## src/verilog/wld_pkg.sv

```systemverilog
// Shared types and constants for the word logic and divide datapath.
// Assumes one 10 MHz clock and synchronous operand storage.
package wld_pkg;

    localparam int            DATA_W       = 16;
    localparam int            ADDR_W       = 8;
    localparam int            REP_W        = 5;
    localparam logic [15:0]   PRESET_MAX   = 16'd9999;   // Largest timer or counter preset
    localparam logic [7:0]    ADDR_ONE     = 8'h01;
    localparam logic [4:0]    REP_ONE      = 5'h01;

    // Instruction kinds
    typedef enum logic [1:0] {
        OP_DIV  = 2'b00,
        OP_AND  = 2'b01,
        OP_OR   = 2'b10,
        OP_XOR  = 2'b11
    } wld_op_t;

    // One instruction as issued by the scan engine
    typedef struct packed {
        wld_op_t                op;
        logic [ADDR_W-1:0]      first_source;
        logic [ADDR_W-1:0]      second_source;
        logic [ADDR_W-1:0]      dest_operand;
        logic                   rep_first;
        logic                   rep_second;
        logic                   rep_dest;
        logic [REP_W-1:0]       repeat_count;
        logic                   dest_is_preset;
    } wld_instr_t;

    // Sequencer states
    typedef enum logic [2:0] {
        ST_IDLE  = 3'b000,
        ST_RD_A  = 3'b001,
        ST_RD_B  = 3'b010,
        ST_LATCH = 3'b011,
        ST_CALC  = 3'b100,
        ST_WR_Q  = 3'b101,
        ST_WR_R  = 3'b110
    } wld_state_t;

endpackage : wld_pkg
```

## src/verilog/wld_core.sv

```systemverilog
// Word Boolean and divide datapath with repeat sequencing and error hold.
// Assumes the scan engine issues one instruction at a time while busy is low.
//
// Function
// - Divide puts quotient at destination, remainder at the next operand.
// - Unrepeated destination keeps only the last cycle's result.
// - Repeated operands step one address per cycle from their base.
// - Source-only repeat divides each pair, final quotient and remainder kept.
// - Destination-only repeat writes same quotient block then same remainder block.
// - Repeated destination with repeated source stores cycle i at i and count+i.
// - Any execution error lights lamp and relay, both held; others continue.
// - An instruction with an error writes no destination at all.
// - Boolean words execute every time the input condition is presented.
// - Word AND sets a bit only when both source bits are one.
// - Word OR clears a bit only when both source bits are zero.
// - Word XOR sets a bit where the two source bits differ.
// - Preset destination above 9999 is an error and is not stored.
`timescale 1ns/1ps
module wld_core #(
    parameter int DATA_W = 16,
    parameter int ADDR_W = 8
) (
    input  wire logic                clk_i,
    input  wire logic                resetn_i,
    input  wire logic                instr_valid_i,
    input  wire wld_pkg::wld_instr_t instr_i,
    input  wire logic                ext_we_i,
    input  wire logic [ADDR_W-1:0]   ext_addr_i,
    input  wire logic [DATA_W-1:0]   ext_wdata_i,
    output logic      [DATA_W-1:0]   ext_rdata_o,
    output logic                     busy_o,
    output logic                     done_o,
    output logic                     error_lamp_o,
    output logic                     exec_error_relay_o
);
    import wld_pkg::*;

    wld_state_t         state_ff;
    wld_state_t         nxt_state;
    wld_instr_t         instr_ff;
    logic [REP_W-1:0]   idx_ff;
    logic               commit_ff;     // Low: checking pass, high: writing pass
    logic [DATA_W-1:0]  opa_ff;
    logic [DATA_W-1:0]  opb_ff;
    logic [DATA_W-1:0]  res_q_ff;
    logic [DATA_W-1:0]  res_r_ff;
    logic               err_ff;
    logic               busy_ff;
    logic               done_ff;
    logic [REP_W-1:0]   last_idx;
    logic [ADDR_W-1:0]  idx_w;
    logic [ADDR_W-1:0]  rep_w;
    logic [ADDR_W-1:0]  addr_a;
    logic [ADDR_W-1:0]  addr_b;
    logic [ADDR_W-1:0]  addr_q;
    logic [ADDR_W-1:0]  addr_r;
    logic [DATA_W-1:0]  calc_q;
    logic [DATA_W-1:0]  calc_r;
    logic               calc_err;
    logic               ram_we;
    logic [ADDR_W-1:0]  ram_waddr;
    logic [DATA_W-1:0]  ram_wdata;
    logic [ADDR_W-1:0]  ram_raddr;
    logic [DATA_W-1:0]  ram_rdata;

    // Repeat count of zero behaves as a single cycle
    assign last_idx = (instr_ff.repeat_count == '0) ? '0 : instr_ff.repeat_count - REP_ONE;
    assign idx_w    = ADDR_W'(idx_ff);
    assign rep_w    = (instr_ff.repeat_count == '0) ? ADDR_ONE : ADDR_W'(instr_ff.repeat_count);

    // Operand addresses for the current cycle
    assign addr_a = instr_ff.first_source + (instr_ff.rep_first ? idx_w : '0);
    assign addr_b = instr_ff.second_source + (instr_ff.rep_second ? idx_w : '0);
    assign addr_q = instr_ff.dest_operand + (instr_ff.rep_dest ? idx_w : '0);
    assign addr_r = instr_ff.rep_dest ? instr_ff.dest_operand + rep_w + idx_w
                                      : instr_ff.dest_operand + ADDR_ONE;

    // Arithmetic and Boolean results with error detection
    always_comb
    begin
        calc_q   = '0;
        calc_r   = '0;
        calc_err = 1'b0;
        case (instr_ff.op)
            OP_DIV:
            begin
                if (opb_ff == '0)
                begin
                    calc_err = 1'b1;
                end
                else
                begin
                    calc_q = opa_ff / opb_ff;
                    calc_r = opa_ff % opb_ff;
                end
            end
            OP_AND:  calc_q = opa_ff & opb_ff;
            OP_OR:   calc_q = opa_ff | opb_ff;
            OP_XOR:  calc_q = opa_ff ^ opb_ff;
            default: calc_err = 1'b1;
        endcase
        if (instr_ff.dest_is_preset && (calc_q > PRESET_MAX ||
            (instr_ff.op == OP_DIV && calc_r > PRESET_MAX)))
        begin
            calc_err = 1'b1;
        end
    end

    // Next state of the sequencer
    always_comb
    begin
        nxt_state = state_ff;
        case (state_ff)
            ST_IDLE:
            begin
                if (instr_valid_i)
                begin
                    nxt_state = ST_RD_A;
                end
            end
            ST_RD_A:  nxt_state = ST_RD_B;
            ST_RD_B:  nxt_state = ST_LATCH;
            ST_LATCH: nxt_state = ST_CALC;
            ST_CALC:
            begin
                if (!commit_ff)
                begin
                    if (calc_err)
                    begin
                        nxt_state = ST_IDLE;
                    end
                    else
                    begin
                        nxt_state = ST_RD_A;
                    end
                end
                else
                begin
                    nxt_state = ST_WR_Q;
                end
            end
            ST_WR_Q:
            begin
                if (instr_ff.op == OP_DIV)
                begin
                    nxt_state = ST_WR_R;
                end
                else if (idx_ff == last_idx)
                begin
                    nxt_state = ST_IDLE;
                end
                else
                begin
                    nxt_state = ST_RD_A;
                end
            end
            ST_WR_R:
            begin
                if (idx_ff == last_idx)
                begin
                    nxt_state = ST_IDLE;
                end
                else
                begin
                    nxt_state = ST_RD_A;
                end
            end
            default: nxt_state = ST_IDLE;
        endcase
    end

    // State register
    always_ff @(posedge clk_i)
    begin
        if (!resetn_i)
        begin
            state_ff <= ST_IDLE;
        end
        else
        begin
            state_ff <= nxt_state;
        end
    end

    // Instruction capture, one at a time
    always_ff @(posedge clk_i)
    begin
        if (!resetn_i)
        begin
            instr_ff <= '0;
        end
        else if (state_ff == ST_IDLE && instr_valid_i)
        begin
            instr_ff <= instr_i;
        end
    end

    // Cycle index and pass: check all cycles, then replay them with writes
    always_ff @(posedge clk_i)
    begin
        if (!resetn_i)
        begin
            idx_ff    <= '0;
            commit_ff <= 1'b0;
        end
        else if (state_ff == ST_IDLE)
        begin
            idx_ff    <= '0;
            commit_ff <= 1'b0;
        end
        else if (state_ff == ST_CALC && !commit_ff && !calc_err)
        begin
            if (idx_ff == last_idx)
            begin
                idx_ff    <= '0;
                commit_ff <= 1'b1;
            end
            else
            begin
                idx_ff <= idx_ff + REP_ONE;
            end
        end
        else if ((state_ff == ST_WR_Q && instr_ff.op != OP_DIV) || state_ff == ST_WR_R)
        begin
            idx_ff <= idx_ff + REP_ONE;
        end
    end

    // Operand capture from the registered read port
    always_ff @(posedge clk_i)
    begin
        if (!resetn_i)
        begin
            opa_ff <= '0;
            opb_ff <= '0;
        end
        else if (state_ff == ST_RD_B)
        begin
            opa_ff <= ram_rdata;
        end
        else if (state_ff == ST_LATCH)
        begin
            opb_ff <= ram_rdata;
        end
    end

    // Result hold for the write states
    always_ff @(posedge clk_i)
    begin
        if (!resetn_i)
        begin
            res_q_ff <= '0;
            res_r_ff <= '0;
        end
        else if (state_ff == ST_CALC)
        begin
            res_q_ff <= calc_q;
            res_r_ff <= calc_r;
        end
    end

    // Sticky error, held until reset; other instructions still run
    always_ff @(posedge clk_i)
    begin
        if (!resetn_i)
        begin
            err_ff <= 1'b0;
        end
        else if (state_ff == ST_CALC && calc_err)
        begin
            err_ff <= 1'b1;
        end
    end

    // Busy and completion pulse
    always_ff @(posedge clk_i)
    begin
        if (!resetn_i)
        begin
            busy_ff <= 1'b0;
            done_ff <= 1'b0;
        end
        else
        begin
            busy_ff <= (nxt_state != ST_IDLE);
            done_ff <= (state_ff != ST_IDLE) && (nxt_state == ST_IDLE);
        end
    end

    // Storage port steering; outside the sequence the external port owns it
    always_comb
    begin
        ram_we    = 1'b0;
        ram_waddr = ext_addr_i;
        ram_wdata = ext_wdata_i;
        ram_raddr = ext_addr_i;
        case (state_ff)
            ST_IDLE:
            begin
                ram_we = ext_we_i && !instr_valid_i;
            end
            ST_RD_A: ram_raddr = addr_a;
            ST_RD_B: ram_raddr = addr_b;
            ST_WR_Q:
            begin
                ram_we    = 1'b1;
                ram_waddr = addr_q;
                ram_wdata = res_q_ff;
            end
            ST_WR_R:
            begin
                ram_we    = 1'b1;
                ram_waddr = addr_r;
                ram_wdata = res_r_ff;
            end
            default: ram_raddr = ext_addr_i;
        endcase
    end

    wld_operand_ram #(
        .DATA_W (DATA_W),
        .ADDR_W (ADDR_W)
    ) u_ram (
        .clk_i    (clk_i),
        .resetn_i (resetn_i),
        .we_i     (ram_we),
        .waddr_i  (ram_waddr),
        .wdata_i  (ram_wdata),
        .raddr_i  (ram_raddr),
        .rdata_o  (ram_rdata)
    );

    assign ext_rdata_o        = ram_rdata;
    assign busy_o             = busy_ff;
    assign done_o             = done_ff;
    assign error_lamp_o       = err_ff;
    assign exec_error_relay_o = err_ff;

endmodule : wld_core

```

## src/verilog/wld_operand_ram.sv

```systemverilog
// Operand store: one write port and one read port, read data registered.
// Assumes a single clock; no reset on the storage array itself.
`timescale 1ns/1ps
module wld_operand_ram #(
    parameter int DATA_W = 16,
    parameter int ADDR_W = 8
) (
    input  wire logic              clk_i,
    input  wire logic              resetn_i,
    input  wire logic              we_i,
    input  wire logic [ADDR_W-1:0] waddr_i,
    input  wire logic [DATA_W-1:0] wdata_i,
    input  wire logic [ADDR_W-1:0] raddr_i,
    output logic      [DATA_W-1:0] rdata_o
);

    logic [DATA_W-1:0] mem_ff [2**ADDR_W];
    logic [DATA_W-1:0] rdata_ff;

    // Write port
    always_ff @(posedge clk_i)
    begin
        if (we_i)
        begin
            mem_ff[waddr_i] <= wdata_i;
        end
    end

    // Registered read port
    always_ff @(posedge clk_i)
    begin
        if (!resetn_i)
        begin
            rdata_ff <= '0;
        end
        else
        begin
            rdata_ff <= mem_ff[raddr_i];
        end
    end

    assign rdata_o = rdata_ff;

endmodule : wld_operand_ram

```

## config.mk

```make
export PLATFORM = sky130hd
export DESIGN_NAME = wld_core
export DESIGN_NICKNAME = d
export VERILOG_FILES = /design/src/verilog/wld_pkg.sv /design/src/verilog/wld_core.sv /design/src/verilog/wld_operand_ram.sv
export SDC_FILE = /design/constraint.sdc
export NUM_CORES = 2
export LEC_CHECK = 0
export BUFFER_PORTS_ARGS = -buffer_cell sky130_fd_sc_hd__buf_2
export CORE_MARGIN = 2
export CORE_UTILIZATION = 47
export CTS_CLUSTER_DIAMETER = 50
export DETAILED_ROUTE_END_ITERATION = 7
export MAX_ROUTING_LAYER = met4
export PLACE_DENSITY_LB_ADDON = 0.08
export SLEW_MARGIN = 10
export SYNTH_ARGS = -nofsm -noshare
export SYNTH_HDL_FRONTEND = slang
export SYNTH_HIERARCHICAL = 1
export SYNTH_SLANG_ARGS = --single-unit
export TNS_END_PERCENT = 10
```

## constraint.sdc

```tcl
create_clock -name clk_i -period 42.8 [get_ports clk_i]
set_clock_uncertainty 0.1 [all_clocks]
set_input_delay 4.28 -clock clk_i [delete_from_list [all_inputs] [get_ports clk_i]]
set_output_delay 4.28 -clock clk_i [all_outputs]
set_load 0.02 [all_outputs]
```

==> flow_results.org <==
** Run status
- Result of the run :: complete, no violations

** Logic synthesis
- By area, the combinational part of the netlist is dominated by multiplexers.
- Cell accounting for the most synthesized area :: edfxtp_1
- Counting every instance in the synthesized netlist gives 9421.
- Area share of the leading cell type in the synthesized netlist :: 0.708
- Measured against the total synthesized area, the mux share comes to 0.141.
- Per-instance average area after synthesis :: 18.4 sq um
- Synth warnings :: 6
- Simple logic cell fraction of the synthesized area :: 0.0375
- In this run, distinct cell masters in the synthesized netlist total 98.
- The complex-gate fraction of the synthesized area is 0.0565.
- Post-synthesis adder-cell area fraction :: 0.0150
- Yosys attributes the largest share of cell area to edfxtp_1 71%, mux4_2 10%, mux2i_1 3.0%, dfxtp_1 1.5%, ha_1 1.4%.
- Async set-or-reset flop fraction in the synthesized netlist :: 0
- In this run, synthesis inferred 4096 flip-flops with an integrated enable.
- Area of the mapped netlist :: 174000 sq um
- Of the total synthesized cell area, the portion taken by XOR and XNOR cells is 0.00469.
- In the synthesized netlist the dominant register cell turns out to be edfxtp_1.
- When the netlist entered floorplanning its net count stood at 9686.
- Seq cells post-synth :: 4223
- Part of the Yosys area used for sequential elements :: 0.723

** Floorplanning
- The die is 612 um tall.
- Initial Utilization :: 0.471
- During I/O placement, the number of pins put on the boundary was 83.
- Core Region :: 368000 sq um
- The floorplan step defined a die boundary enclosing 374000 sq um.
- The die is 612 um wide.
- Row count :: 223

** Worst setup path
- Most common cell type on the critical path :: ha_1
- Highest fanout seen on the critical path :: 22
- Grouping stages by cell kind, the critical path spends the most delay in compound AO/OA/AOI/OAI gates.
- STA classifies the critical path startpoint as a flop.
- Standard cell with the maximum stage delay on the critical path :: o221ai_1
- CP Buf/Inv Count :: 5
- Required arrival time at the worst endpoint :: 43590 ps
- Worst Setup End Kind :: flop
- Worst Path Class, Setup :: reg -> reg
- On the worst path, the slowest cell contributes a delay of 860 ps.
- Endpoint arrival time on the critical path :: 37630 ps

** CTS
- In this run the clock root is driven by a clkbuf_16.
- Clock insertion delay at the later pin of the skew report :: 1010 ps
- Number of clock sinks :: 4223
- Buffer count from post-CTS setup fixing :: 0
- CTS buffer count :: 468
- Number of H-tree branching levels :: 5
- Max Buffers Root-to-Sink :: 4
- Hold buffer count at CTS :: 0
- Clock tree from TritonCTS :: done
- Clock input transition at the sequential cells of the worst setup and hold paths :: 60 ps
- Gates resized during post-CTS repair numbered 0.

** Flow run
- Max cap viols :: 0

** Routing
- Per-cell routed wire length :: 34.0 um
- The final layout contains routed wiring with a total length of 514000 um.
- The count of nets left with antenna violations once routing finished came out at 0.
- Before antenna repair, the detailed router went through 8 iterations.
- Remaining design rule violation count :: 0
- Vias per cell :: 6.27
- First-iteration detailed-routing DRC count :: 10995
- Routed vias :: 94941

** Timing
- In this run the tightest slew margin relative to its limit is 0.0391.
- TNS Setup :: 0 ps
- Actual slew at the worst max-slew pin :: 1440 ps
- Setup violations, final :: 0
- Period utilisation layout :: 0.861
- After layout, the minimum clock period comes to 36840 ps.
- The count of pins over their slew limit was 0.
- The final number of hold-violating endpoints was 0.
- RSZ-0062 raised after global routing :: false
- Upper clock frequency limit :: 0.0271 GHz

** Cells and area
- Share of cells above drive strength 1 :: 0.214
- Area added between synthesis and finish :: 12.9%
- Fill cell instance count of the final layout :: 29079
- Layout Nets :: 10158

** Global routing
- In the global route stage, met3 resource usage came out at 0.0360.
- In the global route stage, overall resource usage came out at 0.281.
- Antenna violations before repair :: 19
- Grt met2 use :: 0.435
- met2 is the most crowded layer.
- The number of global-route vias before repair is 93573.
- The first global-routing pass estimated 723000 um of wire.
- Sum of overflow across all layers after global routing :: 0
- Pin count of the biggest net entering global routing :: 213
- GRT met1 Usage :: 0.393

** Place
- Number of buffers added on ports :: 82
- DP Wirelength :: 314000 um
- Routability congestion estimate :: 0.890

** Worst hold path
- The path class of the tightest hold or removal check is reg -> reg.
## final timing paths
| kind | from | end | slack, ps | cells after the start |
|---|---|---|---|---|
| worst min-delay path | res_r_ff[4] | res_r_ff[4] | 360 | 2 |
| worst max register to register | opb_ff[15] | idx_ff[4] | 5960 | 115 |
| worst max-delay path | opb_ff[15] | idx_ff[4] | 5960 | 115 |
| worst min register to register | res_r_ff[4] | res_r_ff[4] | 360 | 2 |
## synth_stat cells, types with 18 or more instances
library cell  number
buf_8             30
and2_1            42
o21a_1            45
nand4_1           49
a21oi_1          326
nand3_1          100
mux2i_1          524
and3_1            25
o211ai_1          19
clkbuf_1         274
mux2_2            54
buf_2             73
nor3_1           149
a211oi_1          70
dfxtp_1          127
o21ai_0          170
o31ai_1           32
buf_4             48
nor2_1           490
buf_1             24
mux4_2           783
nand2b_1          25
a22oi_1          112
buf_6             61
xnor2_1           57
inv_1            100
ha_1             192
a31oi_1           34
a21o_1            31
o221ai_1         221
nor2b_1           29
nand2_1          399
edfxtp_1        4096
or3_1             30
mux4_1            40
o22ai_1          183
xor2_1            36
nor4_1            18
## cell families after synthesis
family	after synthesis
AND/OR/NAND/NOR	1427
flip-flops	4223
buffers and inverters	640
adder cells (fa/ha/maj)	202
XOR/XNOR	93
multiplexers	1401
AO/OA/AOI/OAI	1435
## tightest hold or removal path, delay by kind of cell (launching register included)
family	cells	cell delay (ps)
DFF	1	310
AOI/OAI and AO/OA	1	50
and+or+nand+nor	1	50
## final cells by class
type / instances / area, sq um / area share
flip-flops and latches: 4223 / 126000 / 0.640
multi-input cells: 4558 / 44800 / 0.228
clock buffers: 558 / 12100 / 0.0618
well taps: 4837 / 6050 / 0.0309
repair buffers: 540 / 4080 / 0.0208
clock inverters: 299 / 3100 / 0.0158
inverters: 102 / 392 / 0.00200
diodes: 16 / 40.0 / 0.000204
## through the flow
| step | setup slack, ps | util | hold WS [ps] | instances | instance area (sq um) |
|---|---|---|---|---|---|
| 2_1_floorplan | 14010 | - | 332 | 9421 | 174000 |
| 3_3_place_gp | 7060 | 0.491 | 344 | 14259 | 181000 |
| 3_5_place_dp | 6580 | 0.491 | 351 | 14259 | 181000 |
| 4_1_cts | 6430 | 0.532 | 359 | 15116 | 196000 |
| 5_1_grt | 3560 | 0.532 | 381 | 15123 | 196000 |
| 6_report | 5960 | 0.532 | 359 | 15133 | 196000 |
## placed cells by master, fill, tap and decap left out, types with 40 or more instances in the layout
cell,synthesis,layout
buf_2,73,82
dfxtp_1,127,127
mux4_2,783,783
ha_1,192,192
clkbuf_16,0,469
nor2_2,0,62
mux2i_1,524,524
edfxtp_1,4096,4096
a211oi_1,70,69
o22ai_1,183,182
bufinv_16,0,45
o21ai_0,170,162
inv_1,100,99
o221ai_1,221,221
mux2_2,54,54
nand4_1,49,49
nor3_1,149,148
clkbuf_1,274,85
nand3_1,100,94
and2_1,42,41
buf_4,48,440
o21a_1,45,45
a21oi_1,326,326
a22oi_1,112,112
mux4_1,40,40
xnor2_1,57,57
nor2_1,490,425
nand2_1,399,381
clkinv_2,0,76
clkinv_1,0,99
## metal layers
layer  part of all wire  routed length, um
met1               0.43             220000
met2               0.47             244000
met3              0.065              33400
met4              0.033              17000
met5                  0                  0
## flip-flops by register name, summed over array words and instances, names as in the netlist
name,count
u_ram/mem_ff,4096
instr_ff,35
opa_ff,16
opb_ff,16
res_q_ff,16
res_r_ff,16
u_ram/rdata_o,16
idx_ff,5
state_ff,3
busy_o,1
commit_ff,1
done_o,1
error_lamp_o,1
Power is not shown: default switching activity piles up to over one toggle a cycle in this logic, so the estimate is an artifact.
